[config.mk]
export PLATFORM = sky130hd
export DESIGN_NAME = gpio_port
export DESIGN_NICKNAME = d
export VERILOG_FILES = /design/src/core/gpio_port_pkg.sv /design/src/core/latch_cmd_if.sv /design/src/core/gpio_axil_slave.sv /design/src/core/gpio_port.sv
export VERILOG_INCLUDE_DIRS = /design/src /design/src/core
export SDC_FILE = /design/constraint.sdc
export NUM_CORES = 1
export LEC_CHECK = 0
export ABC_AREA = 1
export BUFFER_PORTS_ARGS = -buffer_cell sky130_fd_sc_hd__buf_2
export CAP_MARGIN = 20
export CORE_UTILIZATION = 40
export CTS_CLUSTER_DIAMETER = 120
export DETAILED_ROUTE_END_ITERATION = 10
export PLACE_DENSITY = 0.73
export SKIP_LAST_GASP = 1
export SYNTH_ARGS = -nofsm -noshare
export SYNTH_HDL_FRONTEND = slang
export SYNTH_HIERARCHICAL = 1
export SYNTH_SLANG_ARGS = --single-unit
[constraint.sdc]
create_clock -name aclk -period 2.1 [get_ports aclk]
set_input_delay 0.42 -clock aclk [delete_from_list [all_inputs] [get_ports aclk]]
set_output_delay 0.42 -clock aclk [all_outputs]
set_load 0.005 [all_outputs]
[src/core/gpio_port_cfg.svh]
// register offsets, reset values and port constants of the general purpose io port
`ifndef GPIO_PORT_CFG_SVH
`define GPIO_PORT_CFG_SVH
`define GP_OFF_LATCH 12'h000
`define GP_OFF_SET 12'h004
`define GP_OFF_CLEAR 12'h008
`define GP_OFF_TOGGLE 12'h00C
`define GP_OFF_INPUT 12'h010
`define GP_OFF_DIR 12'h014
`define GP_ADDR_W 12
`define GP_REG_RESET 32'h00000000
`define GP_PIN_IMPL 32'hFFFFFFFF
`define GP_OE_N_RESET 32'hFFFFFFFF
`define GP_RESP_OKAY 2'h0
`define GP_RESP_SLVERR 2'h2
`endif

[src/core/gpio_port_pkg.sv]
// types shared by the general purpose io port modules
package gpio_port_pkg;
   typedef logic [31:0] word_t;
   typedef logic [11:0] addr_t;
   typedef logic [1:0] resp_t;
   typedef enum logic [2:0] {
      op_none = 3'h0,
      op_write = 3'h1,
      op_set = 3'h2,
      op_clear = 3'h3,
      op_toggle = 3'h4
   } latch_op_e;
endpackage

[src/core/latch_cmd_if.sv]
// interface carrying latch update commands between bus slave and port core
`timescale 1ns/10ps
interface latch_cmd_if;
   import gpio_port_pkg::*;
   latch_op_e op;
   word_t data;
   logic dir_we;
   word_t latch_q;
   word_t dir_q;
   word_t input_q;
   modport slave (output op, output data, output dir_we, input latch_q, input dir_q, input input_q);
   modport core (input op, input data, input dir_we, output latch_q, output dir_q, output input_q);
endinterface

[src/core/gpio_axil_slave.sv]
// axi4-lite slave that decodes port register accesses into latch commands
`timescale 1ns/10ps
`include "gpio_port_cfg.svh"
module gpio_axil_slave (
   input wire logic aclk,
   input wire logic aresetn,
   input wire gpio_port_pkg::addr_t awaddr,
   input wire logic awvalid,
   output logic awready,
   input wire gpio_port_pkg::word_t wdata,
   input wire logic [3:0] wstrb,
   input wire logic wvalid,
   output logic wready,
   output gpio_port_pkg::resp_t bresp,
   output logic bvalid,
   input wire logic bready,
   input wire gpio_port_pkg::addr_t araddr,
   input wire logic arvalid,
   output logic arready,
   output gpio_port_pkg::word_t rdata,
   output gpio_port_pkg::resp_t rresp,
   output logic rvalid,
   input wire logic rready,
   latch_cmd_if.slave cmd
);
   import gpio_port_pkg::*;

   addr_t aw_addr_ff;
   logic aw_have_ff;
   word_t w_data_ff;
   logic [3:0] w_strb_ff;
   logic w_have_ff;
   logic do_write;
   logic nxt_aw_have;
   logic nxt_w_have;
   logic nxt_bvalid;
   logic nxt_rvalid;

   // merge written lanes over the old value
   function automatic word_t lane_merge(input word_t old_v, input word_t new_v, input logic [3:0] strb);
      word_t res;
      res = old_v;
      for (int i = 0; i < 4; i++) begin
         if (strb[i]) begin
            res[i*8 +: 8] = new_v[i*8 +: 8];
         end
      end
      return res;
   endfunction

   // offset is one of the mapped registers
   function automatic logic is_mapped(input addr_t a);
      return a == `GP_OFF_LATCH || a == `GP_OFF_SET || a == `GP_OFF_CLEAR || a == `GP_OFF_TOGGLE ||
             a == `GP_OFF_INPUT || a == `GP_OFF_DIR;
   endfunction

   assign do_write = aw_have_ff && w_have_ff && !bvalid;

   // capture address and data independently, in either order
   always_ff @(posedge aclk) begin
      if (!aresetn) begin
         aw_have_ff <= 1'b0;
         w_have_ff <= 1'b0;
         aw_addr_ff <= 12'h000;
         w_data_ff <= `GP_REG_RESET;
         w_strb_ff <= 4'h0;
      end else begin
         if (awvalid && awready) begin
            aw_have_ff <= 1'b1;
            aw_addr_ff <= awaddr;
         end else if (do_write) begin
            aw_have_ff <= 1'b0;
         end
         if (wvalid && wready) begin
            w_have_ff <= 1'b1;
            w_data_ff <= wdata;
            w_strb_ff <= wstrb;
         end else if (do_write) begin
            w_have_ff <= 1'b0;
         end
      end
   end

   // next channel state, used to register the ready flags
   assign nxt_aw_have = (awvalid && awready) || (aw_have_ff && !do_write);
   assign nxt_w_have = (wvalid && wready) || (w_have_ff && !do_write);
   assign nxt_bvalid = do_write || (bvalid && !bready);
   assign nxt_rvalid = (arvalid && arready) || (rvalid && !rready);

   // ready flags come straight from flops so the top outputs stay registered
   always_ff @(posedge aclk) begin
      if (!aresetn) begin
         awready <= 1'b1;
         wready <= 1'b1;
         arready <= 1'b1;
      end else begin
         awready <= !nxt_aw_have && !nxt_bvalid;
         wready <= !nxt_w_have && !nxt_bvalid;
         arready <= !nxt_rvalid;
      end
   end

   // write response, error for unmapped offsets
   always_ff @(posedge aclk) begin
      if (!aresetn) begin
         bvalid <= 1'b0;
         bresp <= `GP_RESP_OKAY;
      end else if (do_write) begin
         bvalid <= 1'b1;
         bresp <= is_mapped(aw_addr_ff) ? `GP_RESP_OKAY : `GP_RESP_SLVERR;
      end else if (bready) begin
         bvalid <= 1'b0;
      end
   end

   // issue at most one latch command per accepted write, none for direction, input or unmapped offsets; byte lanes mask alias bits
   always_comb begin
      cmd.op = op_none;
      cmd.data = lane_merge(32'h00000000, w_data_ff, w_strb_ff);
      cmd.dir_we = 1'b0;
      if (do_write) begin
         unique case (aw_addr_ff)
            `GP_OFF_LATCH: begin
               cmd.op = op_write;
               cmd.data = lane_merge(cmd.latch_q, w_data_ff, w_strb_ff);
            end
            `GP_OFF_SET: cmd.op = op_set;
            `GP_OFF_CLEAR: cmd.op = op_clear;
            `GP_OFF_TOGGLE: cmd.op = op_toggle;
            `GP_OFF_DIR: begin
               cmd.dir_we = 1'b1;
               cmd.data = lane_merge(cmd.dir_q, w_data_ff, w_strb_ff);
            end
            default: cmd.op = op_none;
         endcase
      end
   end

   // read channel, aliases read zero
   always_ff @(posedge aclk) begin
      if (!aresetn) begin
         rvalid <= 1'b0;
         rdata <= `GP_REG_RESET;
         rresp <= `GP_RESP_OKAY;
      end else if (arvalid && arready) begin
         rvalid <= 1'b1;
         rresp <= is_mapped(araddr) ? `GP_RESP_OKAY : `GP_RESP_SLVERR;
         unique case (araddr)
            `GP_OFF_LATCH: rdata <= cmd.latch_q;
            `GP_OFF_INPUT: rdata <= cmd.input_q;
            `GP_OFF_DIR: rdata <= cmd.dir_q;
            default: rdata <= 32'h00000000;
         endcase
      end else if (rready) begin
         rvalid <= 1'b0;
      end
   end

   a_bad_write_err: assert property (@(posedge aclk) disable iff (!aresetn)
      do_write && !is_mapped(aw_addr_ff) |=> bvalid && bresp == `GP_RESP_SLVERR)
      else $error("unmapped write not answered with slverr");
   a_alias_reads_zero: assert property (@(posedge aclk) disable iff (!aresetn)
      arvalid && arready && (araddr == `GP_OFF_SET || araddr == `GP_OFF_TOGGLE) |=> rdata == 32'h00000000)
      else $error("alias read not zero");
endmodule

[src/core/gpio_port.sv]
// top of the general purpose io port: axi4-lite registers, latch, direction and input capture
// Functional notes
// - latch one drives pin high as output
// - unbonded latch bits read undefined
// - set alias forces written ones high
// - clear alias forces written ones low
// - toggle alias inverts written ones
// - input reads zero unimplemented or nondigital
// - disabled port control freezes input bits
// - direction one output, zero input
// - input is synchronized filtered pin level
// - synchronizers shared, stopped when disabled
// - gpio output pin equals latch bit
// - register writes work with port control off
// - one alias write changes many bits
// - outputs change on rising clock edge
// - unmapped offset gives bus error
`timescale 1ns/10ps
`include "gpio_port_cfg.svh"
module gpio_port (
   input wire logic aclk,
   input wire logic aresetn,
   input wire gpio_port_pkg::addr_t s_axi_awaddr,
   input wire logic s_axi_awvalid,
   output logic s_axi_awready,
   input wire gpio_port_pkg::word_t s_axi_wdata,
   input wire logic [3:0] s_axi_wstrb,
   input wire logic s_axi_wvalid,
   output logic s_axi_wready,
   output gpio_port_pkg::resp_t s_axi_bresp,
   output logic s_axi_bvalid,
   input wire logic s_axi_bready,
   input wire gpio_port_pkg::addr_t s_axi_araddr,
   input wire logic s_axi_arvalid,
   output logic s_axi_arready,
   output gpio_port_pkg::word_t s_axi_rdata,
   output gpio_port_pkg::resp_t s_axi_rresp,
   output logic s_axi_rvalid,
   input wire logic s_axi_rready,
   input wire gpio_port_pkg::word_t pin_filtered,
   input wire gpio_port_pkg::word_t pin_gpio_func,
   input wire gpio_port_pkg::word_t pin_digital,
   input wire logic port_ctrl_enable,
   output gpio_port_pkg::word_t pin_out,
   output gpio_port_pkg::word_t pin_out_en_n
);
   import gpio_port_pkg::*;

   latch_cmd_if cmd ();
   word_t output_latch_ff;
   word_t pin_direction_ff;
   word_t input_level_ff;
   word_t pin_out_ff;
   word_t pin_oe_n_ff;
   word_t nxt_output_latch;
   word_t nxt_pin_out;
   word_t nxt_pin_oe_n;
   word_t nxt_input_level;

   // bus slave front end; its registered outputs go straight to ports
   gpio_axil_slave u_slave (
      .aclk(aclk),
      .aresetn(aresetn),
      .awaddr(s_axi_awaddr),
      .awvalid(s_axi_awvalid),
      .awready(s_axi_awready),
      .wdata(s_axi_wdata),
      .wstrb(s_axi_wstrb),
      .wvalid(s_axi_wvalid),
      .wready(s_axi_wready),
      .bresp(s_axi_bresp),
      .bvalid(s_axi_bvalid),
      .bready(s_axi_bready),
      .araddr(s_axi_araddr),
      .arvalid(s_axi_arvalid),
      .arready(s_axi_arready),
      .rdata(s_axi_rdata),
      .rresp(s_axi_rresp),
      .rvalid(s_axi_rvalid),
      .rready(s_axi_rready),
      .cmd(cmd.slave)
   );

   // apply a latch command, all 32 bits in one write
   function automatic word_t latch_apply(input word_t cur, input latch_op_e op, input word_t d);
      word_t res;
      res = cur;
      unique case (op)
         op_none: res = cur;
         op_write: res = d;
         op_set: res = cur | d;
         op_clear: res = cur & ~d;
         op_toggle: res = cur ^ d;
         default: res = cur;
      endcase
      return res;
   endfunction

   assign nxt_output_latch = latch_apply(output_latch_ff, cmd.op, cmd.data);

   // output latch update, independent of port control enable
   always_ff @(posedge aclk) begin
      if (!aresetn) begin
         output_latch_ff <= `GP_REG_RESET;
      end else begin
         output_latch_ff <= nxt_output_latch;
      end
   end

   // direction register update, independent of port control enable
   always_ff @(posedge aclk) begin
      if (!aresetn) begin
         pin_direction_ff <= `GP_REG_RESET;
      end else if (cmd.dir_we) begin
         pin_direction_ff <= cmd.data;
      end
   end

   // input capture: filtered synchronized level, zeroed where not digital or not present
   assign nxt_input_level = pin_filtered & pin_digital & `GP_PIN_IMPL;

   always_ff @(posedge aclk) begin
      if (!aresetn) begin
         input_level_ff <= `GP_REG_RESET;
      end else if (port_ctrl_enable) begin
         input_level_ff <= nxt_input_level;
      end
   end

   // pin drive: gpio pins with direction one drive the latch level
   assign nxt_pin_oe_n = ~(pin_gpio_func & pin_direction_ff);
   assign nxt_pin_out = output_latch_ff & pin_gpio_func & pin_direction_ff;

   always_ff @(posedge aclk) begin
      if (!aresetn) begin
         pin_out_ff <= 32'h00000000;
         pin_oe_n_ff <= `GP_OE_N_RESET;
      end else begin
         pin_out_ff <= nxt_pin_out;
         pin_oe_n_ff <= nxt_pin_oe_n;
      end
   end

   assign pin_out = pin_out_ff;
   assign pin_out_en_n = pin_oe_n_ff;
   assign cmd.latch_q = output_latch_ff;
   assign cmd.dir_q = pin_direction_ff;
   assign cmd.input_q = input_level_ff;

   a_set_forces_one: assert property (@(posedge aclk) disable iff (!aresetn)
      cmd.op == op_set |=> (output_latch_ff & $past(cmd.data)) == $past(cmd.data)
         && (output_latch_ff & ~$past(cmd.data)) == ($past(output_latch_ff) & ~$past(cmd.data)))
      else $error("set alias did not force ones");
   a_clear_forces_zero: assert property (@(posedge aclk) disable iff (!aresetn)
      cmd.op == op_clear |=> (output_latch_ff & $past(cmd.data)) == 32'h00000000
         && (output_latch_ff & ~$past(cmd.data)) == ($past(output_latch_ff) & ~$past(cmd.data)))
      else $error("clear alias did not force zeros");
   a_toggle_inverts: assert property (@(posedge aclk) disable iff (!aresetn)
      cmd.op == op_toggle |=> output_latch_ff == ($past(output_latch_ff) ^ $past(cmd.data)))
      else $error("toggle alias did not invert");
   a_input_frozen: assert property (@(posedge aclk) disable iff (!aresetn)
      !port_ctrl_enable |=> $stable(input_level_ff))
      else $error("input changed while port control disabled");
   a_input_masked: assert property (@(posedge aclk) disable iff (!aresetn)
      port_ctrl_enable |=> (input_level_ff & ~$past(pin_digital)) == 32'h00000000)
      else $error("nondigital pin read nonzero");
   a_pin_follows: assert property (@(posedge aclk) disable iff (!aresetn)
      1'b1 |=> (pin_out & ~pin_out_en_n) == ($past(output_latch_ff) & ~pin_out_en_n))
      else $error("driven pin does not match latch");
   a_dir_enables: assert property (@(posedge aclk) disable iff (!aresetn)
      1'b1 |=> pin_out_en_n == ~($past(pin_gpio_func) & $past(pin_direction_ff)))
      else $error("output enable not from direction");
   a_dir_write_off: assert property (@(posedge aclk) disable iff (!aresetn)
      cmd.dir_we && !port_ctrl_enable |=> pin_direction_ff == $past(cmd.data))
      else $error("direction write lost while port control off");
endmodule

# ---- Yosys cells after proc, flatten, opt, wreduce, memory -nomap -nowiden
# Cells that the tools add are included.
dict set report totals {
  reg_bits 251
  input_bits 164
  out_inout_bits 105
  word_cells 110
}
dict set report op_classes {
  eq_ne 14
  n_mux 29
  n_bitwise 9
  n_reduce_logical 40
}
# op count
set ops {}
lappend ops {{AND 32 bit} 5}
lappend ops {{one-hot mux 32 bit (4 select lines)} 1}
lappend ops {{2-to-1 mux 8 bit} 12}
lappend ops {{one-hot mux 32 bit (3 select lines)} 1}
lappend ops {{inverter 32 bit} 2}
lappend ops {{one-hot mux 32 bit (2 select lines)} 1}
lappend ops {{equality test 12 x 4 -> 1 bit, second input constant} 4}
lappend ops {{equality test 12 x 5 -> 1 bit, second input constant} 4}
lappend ops {{2-to-1 mux 32 bit} 1}
lappend ops {{bitwise OR 32 bit} 1}
lappend ops {{bitwise XOR 32 bit} 1}
lappend ops {{equality test 12 x 3 -> 1 bit, second input constant} 2}
lappend ops {{zero test 12 bit} 2}
lappend ops {{logical OR 1 bit} 14}
lappend ops {{one-hot mux 3 bit (4 select lines)} 1}
lappend ops {{logical AND 1 bit} 11}
lappend ops {{2-to-1 mux 1 bit} 9}
lappend ops {{zero test 1 bit} 8}
lappend ops {{nonzero test 2 bit} 4}
lappend ops {{equality test 3 x 2 -> 1 bit, second input constant} 2}
lappend ops {{2-to-1 mux 2 bit} 2}
lappend ops {{nonzero test 4 bit} 1}
lappend ops {{equality test 3 x 1 -> 1 bit, second input constant} 1}
lappend ops {{equality test 3 bit, second input constant} 1}
lappend ops {{2-to-1 mux 3 bit} 1}

# ---- Longest topological paths before layout
dict set report logic_depth {
  word_depth 7
  depth_mapped 18
  mapped_depth_nobuf 17
}

# ---- Cells and area by module
# The synthesis kept the hierarchy.
# module n_inst cells_each area_per_inst_um2
set by_module_without_submodules {}
lappend by_module_without_submodules {gpio_port 1 936 7287.0}
lappend by_module_without_submodules {gpio_axil_slave 1 891 5559.1}

# ---- Least setup slack after synthesis
# OpenSTA, ideal clock, no wires.
dict set report synth_timing {
  path_type {register to register}
  from {register u_slave.aw_addr_ff[0]}
  to {register output_latch_ff[21], in the netlist cmd.latch_q[21]}
  setup_time_ns 0.109
  arrival_ns 2.042
  t_required_ns 1.991
  slack_ns -0.051
  stages_incl_launch_ff 16
  n_path_buf 4
  synth_period_minus_slack_ns 2.151
  cell_sequence {dfxtp_1 -> nor2_1 -> nand3_1 -> nor2_4 -> nand2_2 -> buf_6 -> a21oi_1 -> buf_6 -> nand3b_1 -> buf_4 -> buf_6 -> nor2_1 -> nor2_1 -> nand3_1 -> nand2_1 -> inv_1}
}
# item line_no
set synth_rtl {}
lappend synth_rtl {{start: declaration} gpio_axil_slave.sv:28} ;# addr_t aw_addr_ff;
lappend synth_rtl {{start signal: assignment} gpio_axil_slave.sv:70} ;# aw_addr_ff <= awaddr;
lappend synth_rtl {{equality test 12 x 4 -> 1 bit (tied with other cells)} gpio_axil_slave.sv:122} ;# unique case (aw_addr_ff)
lappend synth_rtl {{one-hot mux 3 bit (4 select lines) (*)} gpio_axil_slave.sv:122}
lappend synth_rtl {{2-to-1 mux 3 bit (*)} gpio_axil_slave.sv:121} ;# if (do_write) begin
lappend synth_rtl {{via cmd.op[0]} latch_cmd_if.sv:5} ;# latch_op_e op;
lappend synth_rtl {{equality test 3 bit (tied with other cells)} gpio_port.sv:88} ;# unique case (op)
lappend synth_rtl {{one-hot mux 32 bit (4 select lines) or nonzero test 4 bit (tied branches)} --}
lappend synth_rtl {{end signal: assignment} gpio_port.sv:104} ;# output_latch_ff <= `GP_REG_RESET;
lappend synth_rtl {{end signal: assignment} gpio_port.sv:106} ;# output_latch_ff <= nxt_output_latch;
lappend synth_rtl {{end: declaration} gpio_port.sv:50} ;# word_t output_latch_ff;
# Mark *: on every way through the listed nets, which the timed path passes. The rest lies on a longest branch.
# A chain may end at the register's enable or synchronous reset.

# ---- Worst setup path after layout
dict set report layout_timing {
  from {register u_slave.aw_addr_ff[7]}
  to {register output_latch_ff[13], in the netlist cmd.latch_q[13]}
}
# The elaborated chain is that of the path after synthesis.

==> out/metrics.csv <==
metric,value,unit
outcome,finished with violations,
violations,negative setup slack,
synth.most_common_cell,nand2_1,
synth_cell_type_count,33,
drt_wl_total,45500,um
crit_type,reg -> reg,
route.detailed.drc,0,
ir_worst_vdd,0.000570,V
clockRootBuffer,clkbuf_16,
rsz0062_at_grt,yes,
yosysTopAreaCellShare,0.388,
syn_to_final_growth,35.6,%
portBuffers,266,
max_stage_delay,310,ps
cts_made_buffers,28,
antenna_found_initial,0,
cp.arrival,2900,ps
p_leak,8.20,nW
die_w,181,um
grt_pass1_vias,13225,
crit_buf_inv,4,
async_flop_share,0,
clock-sinks,249,
hold_path.class,in -> reg,
worst_setup_path_end_kind,register,
max_slew.worst_pin.slew,575,ps
startpoint_type,register,
ios,269,
relSlewSlack,0.616,
core_area,31600,um2
synthFlopType,dfxtp_1,
cts.path.max_buffers,3,
grt_overflow,0,
cp_slowest_cell,dfxtp_1,
dp_cells,2503,
synthesis.area,12800,um2
cp_cell_sequence,inv_2 > nand2_4 > nor2_4 > nand2_2 > nor2_4 > nand2_4 > a21oi_4 > nand3b_1 > buf_6 > buf_16 > nor2_1 > nor2_1 > nand3_1 > nand2_1 > inv_1,
multi_input_area,6940,um2
finalCriticalPeriod,2450,ps
grt_max_degree,86,
routed_via_density,5.40,
synth_edf_count,0,
path_max_fanout,10,
setup_ws,-354,ps
dp.final_hpwl,30400,um
avgRoutedWirePerCell,17.5,um
worstSkewPairLatency,550,ps
maxSlewViolCount,0,
ys_top_cells_by_area,"dfxtp_1 39%, nand3_1 10%, nand2_1 8.4%",
synth_common_cells,"288 x nand2_1, 267 x nand3_1, 249 x dfxtp_1, 212 x nor2_1, 170 x inv_1",
placed_cell_area,15300,um2
fin_area,17400,um2
finalNonFillerCells,2598,
ys_ff_latch,249,
synth_top_cell_by_area,dfxtp_1,
drive_gt1_frac,0.301,
cts_hold_buf,0,
synth_cells,1827,
dieArea,32800,um2
tritoncts,done,
finalSetupViolCount,32,
nets,2403,
finalCritPeriodShare,1.17,
worst_path_dominant_cell_family,simple AND/OR/NAND/NOR gates,
worstPathRequired,2550,ps
fmaxAchievable,0.408,GHz
ys_warn_count,6,
fin_skew,10.5,ps
initial_core_util,0.407,
sequential_cell_area,4990,um2
num_vias,14036,
die_h,181,um
cts_max_level,1,
ant_nets,0,
synth.avg_cell_area,7.03,um2
std_cell_rows,65,
utilization,0.552,
clkTransAtPathRegs,60,ps
drv_cap,0,
gr-usage-all-layers,0.261,
powerDensity,681,nW/um2
drt_iter0_drc,1275,
grt_pass1_wl,68800,um
dr.pass1.iters,6,
tns,-5980,ps
fillCellCount,2855,
ys_seq_area_frac,0.388,
finalHoldViolations,0,
globalplace.congestion,0.879,
diodes,0,
==> worst register-to-register path, cell delays in order, from the launching register on <==
cell	delay (ps)
dfxtp_1	310
inv_2	70
nand2_4	70
nor2_4	110
nand2_2	80
nor2_4	210
nand2_4	170
a21oi_4	290
nand3b_1	200
buf_6	210
buf_16	160
nor2_1	40
nor2_1	150
nand3_1	160
nand2_1	90
inv_1	40
==> power breakdown <==
part / switching, W / leakage (nW) / internal [W] / total (W)
sequential: 0.000108 / 2.03 / 0.00488 / 0.00499
clock: 0.00200 / 0.510 / 0.00346 / 0.00546
combinational: 0.000808 / 5.66 / 0.000603 / 0.00141
total: 0.00292 / 8.20 / 0.00894 / 0.0119
==> cells in the final DEF, fill, tap and decap left out, drive strengths merged, types with 2 or more instances in the layout <==
| cell | instances |
|---|---|
| o21ai | 147 |
| and3 | 2 |
| clkbuf | 43 |
| clkinv | 14 |
| inv | 177 |
| dfxtp | 249 |
| or2 | 8 |
| nand3b | 3 |
| nand2 | 311 |
| conb | 2 |
| bufinv | 6 |
| nor2 | 217 |
| a21oi | 141 |
| buf | 440 |
| clkinvlp | 2 |
| nand4 | 79 |
| nand3 | 289 |
| ha | 64 |
==> sequential cells by signal, indices dropped and copies added (netlist names), 4 cells and up <==
register	flops
u_slave/w_strb_ff	4
u_slave/aw_addr_ff	12
pin_out	32
cmd.input_q	32
cmd.dir_q	32
pin_out_en_n	32
cmd.latch_q	32
u_slave/w_data_ff	32
u_slave/rdata	32
==> layer usage <==
layer | GRT usage | wire, um | vias to the layer above
met4 | 0.159 | 2860 | 0
met2 | 0.444 | 21900 | 622
met5 | 0 | 0 | -
met3 | 0.0375 | 3000 | 145
li1 | - | - | 6723
met1 | 0.311 | 17700 | 6546
==> cell type report <==
cell class              count  share of cell area
inverters                 187              0.0414
repair buffers            444               0.185
flip-flops and latches    249               0.286
well taps                 402              0.0289
clock inverters            12              0.0124
clock buffers              39              0.0473
multi-input cells        1265               0.398
==> what timing repair did <==
action / 4_1_cts / 5_1_grt
hold endpoints to repair: 0 / 0
cloned: 6 / 4
pin swaps: 17 / 58
setup buffers: 19 / 17
setup endpoints to repair: 32 / 32
resized for setup: 77 / 87
==> stage by stage <==
step | hold WS (ps) | total power, W | setup WS, ps
2_1_floorplan | 413 | 0.00572 | 6.70
3_3_place_gp | 452 | 0.00623 | -101
3_5_place_dp | 456 | 0.00626 | -189
4_1_cts | 62.8 | 0.0118 | -115
5_1_grt | 71.5 | 0.0123 | -441
6_report | 85.2 | 0.0119 | -354
==> final timing paths <==
kind	start	end	slack, ps	depth (start not counted)
hold / removal	pin_gpio_func[31]	pin_out_en_n[31]	90	2
setup reg to reg	u_slave/aw_addr_ff[7]	cmd.latch_q[13]	-350	15
hold reg to reg	u_slave/rdata[29]	u_slave/rdata[29]	460	2
setup / recovery	u_slave/aw_addr_ff[7]	cmd.latch_q[13]	-350	15
==> kinds of logic (layout without fill, tap and decap cells) <==
group	count (synthesis)	in the layout	share of synthesized area
flip-flops	249	249	0.388
AO/OA/AOI/OAI	289	289	0.113
other	1	2	0.000292
adder cells (fa/ha/maj)	64	64	0.0623
AND/OR/NAND/NOR	910	910	0.330
buffers and inverters	314	682	0.106
Note: power is estimated with default switching activity, not from simulation.
